File: src/hdl/mcg_regs.svh
// Register offsets, field positions and reset values of the master clock generator.
`ifndef MCG_REGS_SVH
`define MCG_REGS_SVH

// Byte offsets on the APB.
`define MCG_CTRL_OFS  12'h000
`define MCG_SYSC_OFS  12'h004
`define MCG_STAT_OFS  12'h008

// Fields of clock_generation_control.
`define MCG_SRC_LSB   0
`define MCG_SRC_MSB   1
`define MCG_VB_LSB    2
`define MCG_VB_MSB    3
`define MCG_IDIV_LSB  4
`define MCG_IDIV_MSB  5
`define MCG_ODIV_LSB  6
`define MCG_ODIV_MSB  9
`define MCG_MUL_LSB   10
`define MCG_MUL_MSB   14
`define MCG_CTRL_RST  15'h0000
`define MCG_ODIV_MAX  4'he

// Fields of system_config_one.
`define MCG_HALVE_BIT 0
`define MCG_SYSC_RST  1'b0

// Oscillator model increment limits per band, scaled to the reference clock.
`define MCG_B0_MIN    16'h0800
`define MCG_B0_MAX    16'h0c00
`define MCG_B1_MIN    16'h0c00
`define MCG_B1_MAX    16'h1000
`define MCG_B2_MIN    16'h1000
`define MCG_B2_MAX    16'h1400

`endif

File: src/hdl/mcg_pkg.sv
// Types shared by the master clock generator modules.
`default_nettype none
package mcg_pkg;
    typedef enum logic [1:0] {LOOP_OFF, LOOP_ACQ, LOOP_LOCK} mcg_loop_t;
    typedef logic [5:0] mcg_ratio_t;
endpackage : mcg_pkg
`default_nettype wire

File: src/hdl/mcg_div_if.sv
// Carrier between the generator core and one prescaler stage.
`default_nettype none
interface mcg_div_if;
    import mcg_pkg::*;
    logic       tick_in;
    mcg_ratio_t ratio;
    logic       tick_out;
    logic       level;
    modport ctl (output tick_in, ratio, input tick_out, level);
    modport div (input tick_in, ratio, output tick_out, level);
endinterface : mcg_div_if
`default_nettype wire

File: src/hdl/mcg_div.sv
// Prescaler stage: divides a stream of tick pulses by a ratio.
`default_nettype none
module mcg_div
    import mcg_pkg::*;
(
    // Clock and reset.
    input  wire logic ref_clk,
    input  wire logic rst,
    // Tick stream and result.
    mcg_div_if.div    p
);
    mcg_ratio_t cnt_q;
    logic       tick_q;
    logic       lvl_q;

    // Wrap point and high half of the divided waveform.
    wire        wrap_w = cnt_q >= 6'(p.ratio - 6'h01);
    mcg_ratio_t cnt_d;
    assign cnt_d = wrap_w ? 6'h00 : 6'(cnt_q + 6'h01);
    wire [5:0]  half_w = 6'((p.ratio + 6'h01) >> 1);

    // Counting only moves on input ticks, so the output phase is tied to them.
    always_ff @(posedge ref_clk or posedge rst) begin
        if (rst) begin
            cnt_q  <= 6'h00;
            tick_q <= 1'b0;
            lvl_q  <= 1'b1;
        end else begin
            tick_q <= p.tick_in & wrap_w;
            if (p.tick_in) begin
                cnt_q <= cnt_d;
                lvl_q <= cnt_d < half_w;
            end
        end
    end

    assign p.tick_out = tick_q;
    assign p.level    = lvl_q;
endmodule : mcg_div
`default_nettype wire

File: src/hdl/mcg_top.sv
// Master clock generator: bypass prescaler, loop model, CPU and system clock derivation.
`include "mcg_regs.svh"
`default_nettype none
module mcg_top
    import mcg_pkg::*;
(
    // Clock and reset.
    input  wire logic        ref_clk,
    input  wire logic        rst,
    // Oscillator input, synchronous to ref_clk.
    input  wire logic        osc_in,
    // APB slave.
    input  wire logic        psel,
    input  wire logic        penable,
    input  wire logic        pwrite,
    input  wire logic [11:0] paddr,
    input  wire logic [31:0] pwdata,
    output logic      [31:0] prdata,
    output logic             pready,
    output logic             pslverr,
    // Generated clock levels and their rising-edge enables.
    output logic             mclk_out,
    output logic             mclk_en,
    output logic             cpu_clk,
    output logic             cpu_en,
    output logic             sys_clk,
    output logic             sys_en
);
    // Registers.
    logic [14:0] ctrl_q;
    logic        halve_q;
    logic [31:0] prdata_q;
    logic        pready_q;
    logic        pslverr_q;
    logic        osc_q;
    logic        osc_p_q;
    logic        mclk_q;
    logic        mclk_en_q;
    logic        cpu_q;
    logic        cpu_en_q;
    logic        sys_q;
    logic        sys_en_q;
    logic [15:0] acc_q;
    logic [15:0] inc_q;
    logic        vco_tick_q;
    logic [7:0]  vcnt_q;
    mcg_loop_t   state_q;

    mcg_div_if dif [2] ();

    // Two identical prescaler stages: input side and output side.
    for (genvar i = 0; i < 2; i++) begin : g_div
        mcg_div u_div (
            .ref_clk (ref_clk),
            .rst     (rst),
            .p       (dif[i])
        );
    end

    // APB decode; the answer is prepared in the setup cycle so it comes from flops.
    wire        setup_w  = psel & ~penable;
    wire        acc_w    = psel & penable & pready_q;
    wire        wr_w     = acc_w & pwrite;
    wire        hit_ctrl = paddr == `MCG_CTRL_OFS;
    wire        hit_sysc = paddr == `MCG_SYSC_OFS;
    wire        hit_stat = paddr == `MCG_STAT_OFS;
    wire        hit_any  = hit_ctrl | hit_sysc | hit_stat;

    // Field views of the control register.
    wire [1:0]  src_w  = ctrl_q[`MCG_SRC_MSB:`MCG_SRC_LSB];
    wire [1:0]  vb_w   = ctrl_q[`MCG_VB_MSB:`MCG_VB_LSB];
    wire [1:0]  idiv_w = ctrl_q[`MCG_IDIV_MSB:`MCG_IDIV_LSB];
    wire [3:0]  odiv_w = ctrl_q[`MCG_ODIV_MSB:`MCG_ODIV_LSB];
    wire [4:0]  mul_w  = ctrl_q[`MCG_MUL_MSB:`MCG_MUL_LSB];
    wire        pll_on = src_w == 2'b11;

    // Output setting saturates at its top value so a stray 15 cannot exceed the range.
    wire [3:0]  wodiv  = pwdata[`MCG_ODIV_MSB:`MCG_ODIV_LSB];
    wire [3:0]  odiv_s = (wodiv > `MCG_ODIV_MAX) ? `MCG_ODIV_MAX : wodiv;
    wire [14:0] ctrl_wd = {pwdata[`MCG_MUL_MSB:`MCG_MUL_LSB], odiv_s,
                           pwdata[`MCG_IDIV_MSB:`MCG_SRC_LSB]};

    // Read data multiplexer; unmapped offsets read zero and signal an error.
    wire        locked_w = state_q == LOOP_LOCK;
    wire        vb_res_w = vb_w == 2'b11;
    wire [31:0] stat_w   = {inc_q, 13'h0000, vb_res_w, locked_w, pll_on};
    wire [31:0] rd_w     = hit_ctrl ? {17'h00000, ctrl_q} :
                           hit_sysc ? {31'h00000000, halve_q} :
                           hit_stat ? stat_w : 32'h00000000;

    always_ff @(posedge ref_clk or posedge rst) begin
        if (rst) begin
            pready_q  <= 1'b0;
            pslverr_q <= 1'b0;
            prdata_q  <= 32'h00000000;
        end else begin
            pready_q  <= setup_w;
            pslverr_q <= setup_w & ~hit_any;
            prdata_q  <= setup_w ? rd_w : 32'h00000000;
        end
    end

    // Software settings; status is read-only and writes to it are dropped.
    always_ff @(posedge ref_clk or posedge rst) begin
        if (rst) begin
            ctrl_q  <= `MCG_CTRL_RST;
            halve_q <= `MCG_SYSC_RST;
        end else begin
            if (wr_w && hit_ctrl) begin
                ctrl_q <= ctrl_wd;
            end
            if (wr_w && hit_sysc) begin
                halve_q <= pwdata[`MCG_HALVE_BIT];
            end
        end
    end

    // Oscillator sampling and rising-edge detect.
    always_ff @(posedge ref_clk or posedge rst) begin
        if (rst) begin
            osc_q   <= 1'b0;
            osc_p_q <= 1'b0;
        end else begin
            osc_q   <= osc_in;
            osc_p_q <= osc_q;
        end
    end

    // Mode and prescaler ratios.
    wire [5:0]  idiv_n     = {4'h0, idiv_w} + 6'h01;
    wire [5:0]  odiv_n     = {2'b00, odiv_w} + 6'h01;
    wire [5:0]  byp_n      = 6'(idiv_n * odiv_n);
    wire        byp_direct = byp_n == 6'h01;
    wire        osc_rise   = osc_q & ~osc_p_q;

    // Stage 0 divides the oscillator: whole ratio in bypass, input ratio as loop reference.
    assign dif[0].tick_in = osc_rise;
    assign dif[0].ratio   = pll_on ? idiv_n : byp_n;
    // Stage 1 is the output prescaler on the oscillator model ticks.
    assign dif[1].tick_in = vco_tick_q;
    assign dif[1].ratio   = odiv_n;
    wire        ref_tick  = dif[0].tick_out;

    // Band limits; the reserved code falls back to the lowest band.
    wire [15:0] bmin = (vb_w == 2'b01) ? `MCG_B1_MIN :
                       (vb_w == 2'b10) ? `MCG_B2_MIN : `MCG_B0_MIN;
    wire [15:0] bmax = (vb_w == 2'b01) ? `MCG_B1_MAX :
                       (vb_w == 2'b10) ? `MCG_B2_MAX : `MCG_B0_MAX;

    // Model ticks run at twice the oscillator model rate; the master clock toggles on output ticks.
    wire [7:0]  tgt_w  = 8'({2'b00, mul_w, 1'b0} + 8'h02);
    wire        slow_w = vcnt_q < tgt_w;
    wire        fast_w = vcnt_q > tgt_w;
    // One step per reference window keeps every frequency change gradual.
    wire        up_w   = (inc_q < bmin) | (slow_w & (inc_q < bmax));
    wire        dn_w   = (inc_q > bmax) | (fast_w & (inc_q > bmin));
    wire [15:0] inc_adj = up_w ? 16'(inc_q + 16'h0001) :
                          dn_w ? 16'(inc_q - 16'h0001) : inc_q;
    wire [16:0] acc_sum = {1'b0, acc_q} + {1'b0, inc_q};
    wire [7:0]  vcnt_inc = (vcnt_q == 8'hff) ? vcnt_q : 8'(vcnt_q + 8'h01);

    // Loop state machine.
    always_ff @(posedge ref_clk or posedge rst) begin
        if (rst) begin
            state_q <= LOOP_OFF;
            inc_q   <= `MCG_B0_MIN;
        end else begin
            case (state_q)
                LOOP_OFF: begin
                    if (pll_on) begin
                        state_q <= LOOP_ACQ;
                        inc_q   <= bmin;
                    end
                end
                LOOP_ACQ, LOOP_LOCK: begin
                    if (!pll_on) begin
                        state_q <= LOOP_OFF;
                    end else if (ref_tick) begin
                        inc_q   <= inc_adj;
                        state_q <= (!slow_w && !fast_w) ? LOOP_LOCK : LOOP_ACQ;
                    end
                end
                default: begin
                    state_q <= LOOP_OFF;
                end
            endcase
        end
    end

    // Oscillator model accumulator and per-window tick counter; idle outside loop mode.
    always_ff @(posedge ref_clk or posedge rst) begin
        if (rst) begin
            acc_q      <= 16'h0000;
            vco_tick_q <= 1'b0;
            vcnt_q     <= 8'h00;
        end else begin
            acc_q      <= (state_q == LOOP_OFF) ? 16'h0000 : acc_sum[15:0];
            vco_tick_q <= (state_q != LOOP_OFF) & pll_on & acc_sum[16];
            if (ref_tick) begin
                vcnt_q <= 8'h00;
            end else if (vco_tick_q) begin
                vcnt_q <= vcnt_inc;
            end
        end
    end

    // Master clock level selection.
    wire        mclk_d = pll_on ? (dif[1].tick_out ? ~mclk_q : mclk_q) :
                         byp_direct ? osc_q : dif[0].level;
    wire        mclk_rise = mclk_d & ~mclk_q;
    // Halving toggles on master rising edges, so the CPU edges stay aligned to master edges.
    wire        cpu_d  = halve_q ? (mclk_rise ? ~cpu_q : cpu_q) : mclk_d;
    wire        cpu_rise = cpu_d & ~cpu_q;

    always_ff @(posedge ref_clk or posedge rst) begin
        if (rst) begin
            mclk_q    <= 1'b0;
            mclk_en_q <= 1'b0;
            cpu_q     <= 1'b0;
            cpu_en_q  <= 1'b0;
            sys_q     <= 1'b0;
            sys_en_q  <= 1'b0;
        end else begin
            mclk_q    <= mclk_d;
            mclk_en_q <= mclk_rise;
            cpu_q     <= cpu_d;
            cpu_en_q  <= cpu_rise;
            sys_q     <= cpu_d;
            sys_en_q  <= cpu_rise;
        end
    end

    // Ports come straight from the flops above.
    assign prdata   = prdata_q;
    assign pready   = pready_q;
    assign pslverr  = pslverr_q;
    assign mclk_out = mclk_q;
    assign mclk_en  = mclk_en_q;
    assign cpu_clk  = cpu_q;
    assign cpu_en   = cpu_en_q;
    assign sys_clk  = sys_q;
    assign sys_en   = sys_en_q;
endmodule : mcg_top
`default_nettype wire

File: config.mk
export PLATFORM = sky130hd
export DESIGN_NAME = mcg_top
export DESIGN_NICKNAME = d
export VERILOG_FILES = /design/src/hdl/mcg_pkg.sv /design/src/hdl/mcg_div_if.sv /design/src/hdl/mcg_div.sv /design/src/hdl/mcg_top.sv
export VERILOG_INCLUDE_DIRS = /design/src /design/src/hdl
export SDC_FILE = /design/constraint.sdc
export NUM_CORES = 1
export LEC_CHECK = 0
export BUFFER_PORTS_ARGS = -buffer_cell sky130_fd_sc_hd__buf_4
export CAP_MARGIN = 20
export CORE_ASPECT_RATIO = 2
export CORE_MARGIN = 5
export CORE_UTILIZATION = 39
export DETAILED_ROUTE_END_ITERATION = 10
export GPL_TIMING_DRIVEN = 0
export REMOVE_ABC_BUFFERS = 1
export SLEW_MARGIN = 40
export SYNTH_ARGS = -nofsm -noshare
export SYNTH_HDL_FRONTEND = slang
export SYNTH_HIERARCHICAL = 1
export SYNTH_SLANG_ARGS = --single-unit
File: constraint.sdc
create_clock -name ref_clk -period 8.2 [get_ports ref_clk]
set_clock_uncertainty 0.05 [all_clocks]
set_input_delay 1.64 -clock ref_clk [delete_from_list [all_inputs] [get_ports ref_clk]]
set_output_delay 1.64 -clock ref_clk [all_outputs]
set_load 0.05 [all_outputs]
== Word level (Yosys, flattened, before mapping) ==
Index checks and enable logic that the tools add are counted.
Cells by class
  $add $sub $neg: 12
  $mul: 1
  magnitude comparators: 10
  equality and inequality tests: 16
  mux-type cells: 32
  bitwise gates (word level): 23
  reduce and logical (&&, ||, !) cells: 14
Operators with widths (count)
  two-way mux 32 bit: 4
  two-way mux 16 bit: 6
  two-way mux 13 bit: 4
  greater-than comparator 16 x 13 -> 1 bit: 2
  < comparator 16 x 13 -> 1 bit: 2
  case mux 16 bit (2 select lines): 1
  two-way mux 8 bit: 3
  adder 6 x 1 -> 6 bit (second input constant): 3
  two-way mux 6 bit: 3
  adder 16 x 16 -> 17 bit: 1
  adder 16 x 1 -> 16 bit (second input constant): 1
  subtractor 16 x 1 -> 16 bit (second input constant): 1
  AND 1 bit: 14
  equality test 12 x 3 -> 1 bit (second input constant): 1
  equality test 12 x 4 -> 1 bit (second input constant): 1
  greater-or-equal comparator 6 bit: 2
  logical NOT 12 bit: 1
  adder 8 x 1 -> 8 bit (second input constant): 1
  equality test 2 bit (second input constant): 4
  equality test 8 bit (second input constant): 1
  greater-than comparator 8 x 7 -> 1 bit: 1
  < comparator 8 x 7 -> 1 bit: 1
  two-way mux 2 bit: 4
  adder 6 x 2 -> 7 bit (second input constant): 1
  other kinds (25): 45
Storage, ports and cells
  bits in registers: 114
  input bits: 50
  word-level logic and storage cells: 129

== Longest topological paths before layout ==
Gate-level depths: netlist (run 1).
  depth in word-level cells: 11
  depth in mapped cells: 22
  depth with buffers taken out: 21

== By module ==
The synthesis (run 1) kept the hierarchy.
Modules (own cells, without submodules)
  mcg_top: times used 1, cells an instance 573, area an instance 5865.6 µm², seq. area each 2453.6 µm²
  mcg_div: times used 2, cells an instance 91, area an instance 795.8 µm², seq. area each 201.4 µm²

== Least setup slack after synthesis (run 1) ==
No wires, ideal clock.
  path type: reg2reg
  start point: reg ctrl_q[6]
  end point: reg g_div[0].u_div.lvl_q
  setup time: 0.105 ns
  arrival time: 4.720 ns
  required time: 8.045 ns
  setup slack: 3.324 ns
  stages on the path, launching flop included: 22
  path buffers: 1
  cells stage by stage: dfrtp_1 -> ha_1 -> xor2_1 -> nand2b_1 -> fa_1 -> inv_1 -> ha_1 -> nand2_1 -> o21ai_0 -> or3_1 -> nor3_1 -> xnor2_1 -> ha_1 -> nand4_1 -> o221ai_2 -> buf_6 -> nor2_1 -> ha_1 -> and3_1 -> nand3_1 -> a21oi_1 -> o41ai_1
Between the ends
  word-level cells in the longest chain between the ends: 7
  elaborated cells on any way between the ends: 8
RTL lines
  start: declaration: line mcg_top.sv:30  | logic [14:0] ctrl_q;
  start signal: assignment: line mcg_top.sv:106  | ctrl_q <= `MCG_CTRL_RST;
  start signal: assignment: line mcg_top.sv:110  | ctrl_q <= ctrl_wd;
  adder 4 x 1 -> 5 bit: line mcg_top.sv:131  | wire [5:0] odiv_n = {2'b00, odiv_w} + 6'h01;
  net dif[1].ratio[2]: line mcg_div_if.sv:6  | mcg_ratio_t ratio;
  multiplier 3 x 5 -> 6 bit: line mcg_top.sv:132  | wire [5:0] byp_n = 6'(idiv_n * odiv_n);
  two-way mux 6 bit: line mcg_top.sv:138  | assign dif[0].ratio = pll_on ? idiv_n : byp_n;
  net dif[0].ratio[2]: line mcg_div_if.sv:6
  subtractor 6 x 1 -> 6 bit: line mcg_div.sv:17  | wire wrap_w = cnt_q >= 6'(p.ratio - 6'h01);
  greater-or-equal comparator 6 bit: line mcg_div.sv:17
  two-way mux 6 bit: line mcg_div.sv:19  | assign cnt_d = wrap_w ? 6'h00 : 6'(cnt_q + 6'h01);
  net g_div[0].u_div.cnt_d[4]: line mcg_div.sv:18  | mcg_ratio_t cnt_d;
  < comparator 6 x 5 -> 1 bit: line mcg_div.sv:32  | lvl_q <= cnt_d < half_w;
  end signal: assignment: line mcg_div.sv:32
  end: declaration: line mcg_div.sv:14  | logic lvl_q;
The timed path passes the listed nets, and every way through them passes these cells.
A chain may end at the register's enable or synchronous reset.

== Final worst setup path (run 1) ==
Same ends and word-level chain as after synthesis.

==> flow_summary_export.csv, run 1 <==
group,metric,value,unit
place,gp_routability_congestion,0.869,
timing,setup_viol,0,
routing,vias_per_cell,5.39,
timing,finalSetupTns,0,ns
floorplan,ios,90,
synthesis,syn_area_per_cell,9.95,um2
timing,slew_viol_final,0,
layout,area_growth,17.9,%
global_route,grt-ovfl-total,0,
routing,drcViolationCount,0,
clocking,cts.reportedPaths.clkPinSlew,0.06,ns
routing,vias,5545,
timing,hold_violations,0,
global_route,grt_pass1_wl,27900,um
layout,final_common_cell,"dfrtp_1",
setup_path,end_kind,"flip-flop",
global_route,antenna_found_initial,0,
clocking,numCtsBuffers,17,
layout,nets,933,
clocking,htreeDepth,4,
power_and_ir_drop,switching_share,0.237,
power_and_ir_drop,power.switching,0.000304,W
power_and_ir_drop,p_comb_frac,0.037,
routing,first_pass_iters,4,
synthesis,ys_warn_count,6,
place,hpwl,13500,um
min_path,min_path_type,"flip-flop to flip-flop",
clocking,post_cts_resized,0,
power_and_ir_drop,clkPwrFrac,0.524,
layout,num_antenna_cells,0,
timing,tightestPinTransition,0.755,ns
clocking,clk_path_buf_depth,2,
clocking,post-cts-setup-buffer-count,0,
floorplan,die_area,21500,um2
power_and_ir_drop,p_per_area,151,nW/um2
power_and_ir_drop,internal_power,0.000982,W
clocking,cts_tree,"done",
run,drv_cap,0,
routing,drt_iter0_drc,180,
clocking,cts.sinks,113,
timing,rsz0062_at_grt,"no",
setup_path,crit_type,"flip-flop to flip-flop",
routing,finalWirelength,17300,um
routing,drtAntennaViolNets,0,
clocking,root_buffer,"clkbuf_16",
timing,slew_headroom,0.491,
setup_path,cp_data_arrival_time,5.89,ns
power_and_ir_drop,p_leak,4.29,nW
global_route,met3_usage,0.0395,
global_route,grt_util_all_layers,0.166,
layout,drive_gt1_frac,0.186,
clocking,clkLatencyLatePin,0.43,ns
place,numPortBuffers,71,
global_route,grt_pass1_vias,5756,
run_status,outcome,"complete, no violations",
global_route,met2_usage,0.333,
layout,final_util,0.465,
timing,fin_crit_sh,0.686,
synthesis,synthesis.area,7230,um2
floorplan,start_util,0.395,
floorplan,dieHeight,202,um
layout,n_fill_cell,1741,
synthesis,syn_inst,726,
layout,layout_common_cells,"dfrtp_1, ha_1, buf_4",
routing,wl_per_cell,16.8,um
power_and_ir_drop,vdd_drop_max,0.138,mV
timing,layout_min_cycle_time,5.63,ns
clocking,cts_hold_buf,0,
power_and_ir_drop,power_frac_seq,0.439,
setup_path,required,8.47,ns
floorplan,std_cell_rows,70,
global_route,grt_max_degree,68,
floorplan,core,18300,um2
global_route,top_usage_layer,"met2",
setup_path,crit_fanout,14,
floorplan,die_w,106,um
timing,max_freq,178,MHz
global_route,grtUsageMet1,0.148,
setup_path,setup.worst_path.start_class,"flip-flop",
==> cell type report <==
type	count	area (um2)	area share
clock buffer	21	460	0.0541
clock inverter	11	82.6	0.00970
inverter	45	176	0.0207
multi-input combinational	551	4140	0.486
sequential	113	2830	0.332
tap	216	270	0.0317
timing repair buffer	72	561	0.0658
==> layer usage <==
metal  routed length, um  part of all wire
met5                   0                 0
met4                 567             0.033
met3                 432             0.025
met2               10300              0.60
met1                5960              0.34
==> state kept, by name, summed over array words and instances (netlist names), 2 cells and up <==
register                flops
g_div.u_div/cnt_q          12
vcnt_q                      8
inc_q                      16
g_div.u_div/p.tick_out      2
ctrl_q                     15
state_q                     2
acc_q                      16
prdata                     31
==> worst paths after layout <==
path                       startpoint                      to  slack [ns]  cells past startpoint
setup / recovery            ctrl_q[6]  g_div[0].u_div/p.level        2.57                     20
hold / removal                  osc_q                 osc_p_q        0.37                      0
setup reg to reg            ctrl_q[6]  g_div[0].u_div/p.level        2.57                     20
hold reg to reg                 osc_q                 osc_p_q        0.37                      0
max in group asynchronous         rst               inc_q[11]        6.35                      3
min in group asynchronous         rst                  sys_en        1.14                      2
==> power groups by stage <==
stage	registers, W	logic (W)	clock network [W]
3_3_place_gp	0.000574	0.0000464	0
4_1_cts	0.000564	0.0000495	0.000696
3_5_place_dp	0.000574	0.0000493	0
2_1_floorplan	0.000580	0.0000174	0
5_1_grt	0.000564	0.0000530	0.000723
6_report	0.000564	0.0000480	0.000674
==> per-stage QoR <==
step                      hold WS [ns]  area (um2)  setup WS (ns)  cells  total power [W]
final                            0.371        8520           2.57   1029          0.00129
after CTS                        0.376        8520           2.53   1029          0.00131
after global placement           0.365        7930           2.62    996         0.000621
after floorplan                  0.317        7130           3.40    709         0.000598
after global routing             0.389        8520           2.18   1029          0.00134
after detailed placement         0.358        7970           2.55    997         0.000623
==> critical path, stage by stage (launching register included) <==
cell,delay [ns]
dfrtp_1,0.49
ha_1,0.25
xor2_1,0.46
nand2b_1,0.13
fa_1,0.49
inv_1,0.06
ha_1,0.30
nand2_1,0.07
o21ai_0,0.29
or3_1,0.49
nor3_1,0.18
xnor2_1,0.11
ha_1,0.33
nand4_1,0.11
o221ai_2,0.49
nor2_1,0.18
ha_1,0.34
and3_1,0.20
nand3_1,0.08
a21oi_1,0.08
o41ai_1,0.33
Power figures use the tool's default switching activity.
==> run 2: changes to the inputs <==
- clock period: 8.2 -> 5.9 ns (I/O delays scaled with it)
==> flow_summary_export.csv, run 2 (synthesis gave the netlist of run 1 again) <==
group,metric,value,unit
power_and_ir_drop,power,0.00179,W
min_path,hold_depth,0,
floorplan,std_cell_rows,70,
timing,layout_min_cycle_time,5.51,ns
timing,max_freq,182,MHz
setup_path,crit_type,"flip-flop to flip-flop",
routing,drt_iter0_drc,180,
timing,rsz0062_at_grt,"no",
floorplan,die_area,21500,um2
timing,finalSetupTns,0,ns
min_path,min_path_type,"flip-flop to flip-flop",
min_path,holdCritStartpoint,"osc_q",
routing,first_pass_iters,4,
routing,vias_per_cell,5.39,
timing,setup_viol,0,
place,gp_routability_congestion,0.869,
min_path,min_to,"osc_p_q",
setup_path,end_kind,"flip-flop",
clocking,cts.reportedPaths.clkPinSlew,0.06,ns
layout,num_antenna_cells,0,
routing,finalWirelength,17300,um
layout,final_common_cell,"dfrtp_1",
global_route,grt_max_degree,68,
setup_path,setup.worst_path.start_class,"flip-flop",
global_route,top_usage_layer,"met2",
setup_path,r2r_slack,0.39,ns
place,hpwl,13500,um
floorplan,ios,90,
timing,slew_viol_final,0,
global_route,grt_util_all_layers,0.166,
global_route,met3_usage,0.0395,
timing,hold_violations,0,
clocking,clkLatencyLatePin,0.43,ns
layout,final_util,0.466,
run,drv_cap,0,
global_route,grt_pass1_vias,5756,
run_status,outcome,"complete, no violations",
clocking,root_buffer,"clkbuf_16",
timing,slew_headroom,0.491,
power_and_ir_drop,vdd_drop_max,0.192,mV
global_route,antenna_found_initial,0,
clocking,htreeDepth,4,
clocking,clk_path_buf_depth,2,
global_route,met2_usage,0.333,
setup_path,r2r-end,"g_div[0].u_div/p.level",
timing,tightestPinTransition,0.755,ns
layout,nets,933,
layout,ff_latch_area,2830,um2
global_route,grt-ovfl-total,0,
power_and_ir_drop,p_per_area,210,nW/um2
place,placedCellCount,997,
routing,vias,5549,
clocking,post-cts-setup-buffer-count,0,
setup_path,crit_fanout,14,
clocking,cts.sinks,113,
floorplan,core,18300,um2
setup_path,cp_data_arrival_time,5.78,ns
routing,wl_per_cell,16.8,um
clocking,numCtsBuffers,17,
layout,design_area,8530,um2
place,numPortBuffers,71,
floorplan,start_util,0.395,
routing,drcViolationCount,0,
layout,drive_gt1_frac,0.186,
power_and_ir_drop,p_leak,4.30,nW
layout,n_fill_cell,1742,
floorplan,dieHeight,202,um
layout,multi_input_area,4150,um2
routing,drtAntennaViolNets,0,
layout,area_growth,18.0,%
clocking,cts_tree,"done",
layout,stdcell_count,1029,
setup_path,required,6.17,ns
setup_path,r2r_cells,20,
global_route,grtUsageMet1,0.148,
timing,fin_crit_sh,0.934,
global_route,grt_pass1_wl,27900,um
layout,largest_register_ffs,31,
floorplan,die_w,106,um
place,place_area,7970,um2
layout,layout_common_cells,"dfrtp_1, ha_1, buf_4",
setup_path,r2r-start,"ctrl_q[6]",
[run 2: routing by layer]
| metal | vias up | share of wire |
|---|---|---|
| met5 | - | 0 |
| met3 | 36 | 0.024 |
| met2 | 86 | 0.60 |
| met4 | 0 | 0.033 |
| li1 | 2719 | - |
| met1 | 2708 | 0.35 |
[run 2: cell type report]
cell class / count / area share
Inverter: 45 / 0.0207
Sequential cell: 113 / 0.332
Timing Repair Buffer: 72 / 0.0657
Clock inverter: 11 / 0.00968
Multi-Input combinational cell: 551 / 0.486
Tap cell: 216 / 0.0317
Clock buffer: 21 / 0.0540
[run 2: critical path, stage by stage (launching register included)]
cell      delay, ns
dfrtp_1        0.49
ha_1           0.25
xor2_1         0.46
nand2b_1       0.13
fa_1           0.49
inv_1          0.06
ha_1           0.30
nand2_1        0.07
o21ai_0        0.29
or3_1          0.49
nor3_1         0.18
xnor2_1        0.11
ha_1           0.33
nand4_1        0.15
o221ai_4       0.39
nor2_1         0.16
ha_1           0.33
and3_1         0.20
nand3_1        0.08
a21oi_1        0.08
o41ai_1        0.32
[run 2: how the worst max path moves through the flow]
stage,from,to,slack [ns],cells after the start
after global routing,ctrl_q[6],g_div[0].u_div/p.level,0.01,20
final,ctrl_q[6],g_div[0].u_div/p.level,0.39,20
after CTS,ctrl_q[6],g_div[0].u_div/p.level,0.23,20
after global placement,ctrl_q[6],g_div[0].u_div/p.level,0.32,20
after detailed placement,ctrl_q[6],g_div[0].u_div/p.level,0.25,20
after floorplan,ctrl_q[6],g_div[0].u_div/p.level,1.10,20
[run 2: through the flow]
step | hold WS (ns) | setup WS [ns]
2_1_floorplan | 0.317 | 1.10
3_3_place_gp | 0.365 | 0.315
3_5_place_dp | 0.358 | 0.255
4_1_cts | 0.376 | 0.234
5_1_grt | 0.389 | 0.0119
6_report | 0.371 | 0.392
[run 2: timing repair]
action | in CTS | in global routing
hold buffers | 0 | 0
hold endpoints to repair | 0 | 0
endpoints found under the setup margin | 0 | 1
gates resized for setup | 0 | 1
[run 2: where the power goes]
group	leakage (nW)	internal, W	switching [W]	total [W]
combinational	2.51	0.0000250	0.0000417	0.0000668
sequential	1.53	0.000780	0.00000408	0.000784
clock	0.252	0.000559	0.000377	0.000937
==> run 3: changes to the inputs <==
- PLACE_DENSITY_LB_ADDON: default -> 0.15
- SLEW_MARGIN: 40 -> default
==> flow_summary_export.csv, run 3 (synthesis gave the netlist of run 1 again) <==
group,metric,value,unit
place,hpwl,13700,um
global_route,grt_pass1_vias,6053,
power_and_ir_drop,power,0.00178,W
clocking,clkLatencyLatePin,0.42,ns
timing,fin_crit_sh,0.903,
timing,max_freq,188,MHz
layout,design_area,8500,um2
layout,area_growth,17.7,%
power_and_ir_drop,clkPwrFrac,0.522,
timing,rsz0062_at_grt,"no",
global_route,grt_max_degree,59,
floorplan,core,18300,um2
power_and_ir_drop,vdd_drop_max,0.159,mV
layout,largest_register_ffs,31,
clocking,htreeDepth,4,
setup_path,worst_path_most_repeated_cell,"ha_1",
routing,route.met3.wl,430,um
setup_path,cp_cell_sequence,"ha_1 > xor2_2 > nand2_1 > fa_1 > inv_1 > ha_1 > a21o_1 > a21oi_1 > xnor2_2 > xor2_1 > nor2_1 > xnor2_1 > ha_1 > nand4_1 > o221ai_4 > nor2_1 > ha_1 > and3_1 > nand3_1 > a21oi_1 > o41ai_1",
place,place_area,7950,um2
global_route,antenna_found_initial,0,
place,numPortBuffers,71,
setup_path,required,6.15,ns
power_and_ir_drop,power_frac_seq,0.441,
run,drv_cap,0,
power_and_ir_drop,p_per_area,209,nW/um2
clocking,cts_hold_buf,0,
place,place_ws,0.371,ns
power_and_ir_drop,switching_share,0.228,
floorplan,std_cell_rows,70,
clocking,cts.reportedPaths.clkPinSlew,0.05,ns
floorplan,start_util,0.395,
power_and_ir_drop,p_leak,4.30,nW
routing,routed.top_layer,"met4",
routing,vias_per_cell,5.45,
timing,slew_headroom,0.368,
setup_path,cp_slowest_stage_delay,0.52,ns
floorplan,die_area,21500,um2
setup_path,critPathBufInv,1,
power_and_ir_drop,p_comb_frac,0.037,
layout,final_common_cell,"dfrtp_1",
timing,hold_violations,0,
setup_path,setup.worst_path.start_class,"flip-flop",
routing,wl_met1,6130,um
floorplan,die_w,106,um
setup_path,slowest_stage,"fa_1",
clocking,numCtsBuffers,17,
setup_path,crit_type,"flip-flop to flip-flop",
timing,tightestPinTransition,0.948,ns
routing,drtAntennaViolNets,0,
timing,slew_viol_final,0,
timing,finalSetupTns,0,ns
clocking,post_cts_resized,0,
routing,wl_per_cell,17.1,um
setup_path,worst_path_dominant_cell_family,"adder cells",
layout,final_util,0.465,
timing,postLayoutSetupSlackWorst,0.572,ns
global_route,grt_pass1_wl,29300,um
floorplan,ios,90,
clocking,clk_path_buf_depth,2,
clocking,cts_tree,"done",
setup_path,end_kind,"flip-flop",
setup_path,crit_fanout,14,
layout,layout_common_cells,"dfrtp_1, ha_1, buf_4",
timing,layout_min_cycle_time,5.33,ns
min_path,min_path_type,"flip-flop to flip-flop",
floorplan,dieHeight,202,um
global_route,grt_util_all_layers,0.173,
clocking,cts.sinks,113,
place,gp_routability_congestion,0.884,
layout,drive_gt1_frac,0.185,
timing,setup_viol,0,
routing,vias,5610,
clocking,root_buffer,"clkbuf_16",
run_status,outcome,"complete, no violations",
layout,nets,933,
power_and_ir_drop,internal_power,0.00137,W
clocking,post-cts-setup-buffer-count,0,
routing,first_pass_iters,4,
global_route,grt-ovfl-total,0,
routing,wl_met2,10300,um
setup_path,cp_data_arrival_time,5.58,ns
routing,finalWirelength,17600,um
routing,drcViolationCount,0,
layout,num_antenna_cells,0,
power_and_ir_drop,power.switching,0.000405,W
routing,drt_iter0_drc,194,
-- run 3: cell types whose count changed in the layout (fill, tap and decap cells not counted), sizes merged --
| cell | previous run | this run |
|---|---|---|
| bufinv | 0 | 1 |
| inv | 47 | 45 |
| clkinv | 4 | 9 |
| clkbuf | 21 | 19 |
| clkinvlp | 5 | 3 |
-- run 3: layout make-up --
class / instances / area, um2
clock buffers: 19 / 433
clock inverters: 13 / 97.6
fillers: 1766 / 9800
inverters: 45 / 171
multi-input cells: 551 / 4150
flip-flops and latches: 113 / 2830
well taps: 216 / 270
repair buffers: 72 / 553
-- run 3: path summary, 6_finish.rpt --
kind	startpoint	endpoint	slack, ns	depth (start not counted)
setup / recovery	ctrl_q[6]	g_div[0].u_div/p.level	0.57	21
hold / removal	osc_q	osc_p_q	0.34	0
setup reg to reg	ctrl_q[6]	g_div[0].u_div/p.level	0.57	21
hold reg to reg	osc_q	osc_p_q	0.34	0
max in group asynchronous	rst	acc_q[2]	4.24	3
min in group asynchronous	rst	g_div[1].u_div/cnt_q[2]	0.68	2
-- run 3: stage by stage --
stage | hold slack [ns] | std cells
2_1_floorplan | 0.317 | 709
3_3_place_gp | 0.351 | 996
3_5_place_dp | 0.336 | 997
4_1_cts | 0.349 | 1029
5_1_grt | 0.357 | 1029
6_report | 0.342 | 1029
-- run 3: worst register-to-register path: cells and delay by family (launching register included) --
family	cells	cell delay [ns]
flops	1	0.48
simple gates	6	0.78
buf+inv	1	0.07
fa+ha+maj	5	1.74
xor+xnor	4	0.86
compound gates	5	1.23
-- run 3: power groups by stage --
stage,Sequential [W],Clock (W),Combinational (W)
5_1_grt,0.000784,0.000990,0.0000740
6_report,0.000785,0.000928,0.0000662
3_5_place_dp,0.000798,0,0.0000681
3_3_place_gp,0.000798,0,0.0000645
4_1_cts,0.000784,0.000953,0.0000683
2_1_floorplan,0.000807,0,0.0000241
-- run 3: layer usage --
metal  vias to the layer above  track usage
met1                      2750        0.160
met3                        43       0.0305
li1                       2712            -
met4                         0       0.0912
met5                         -            0
met2                       105        0.344
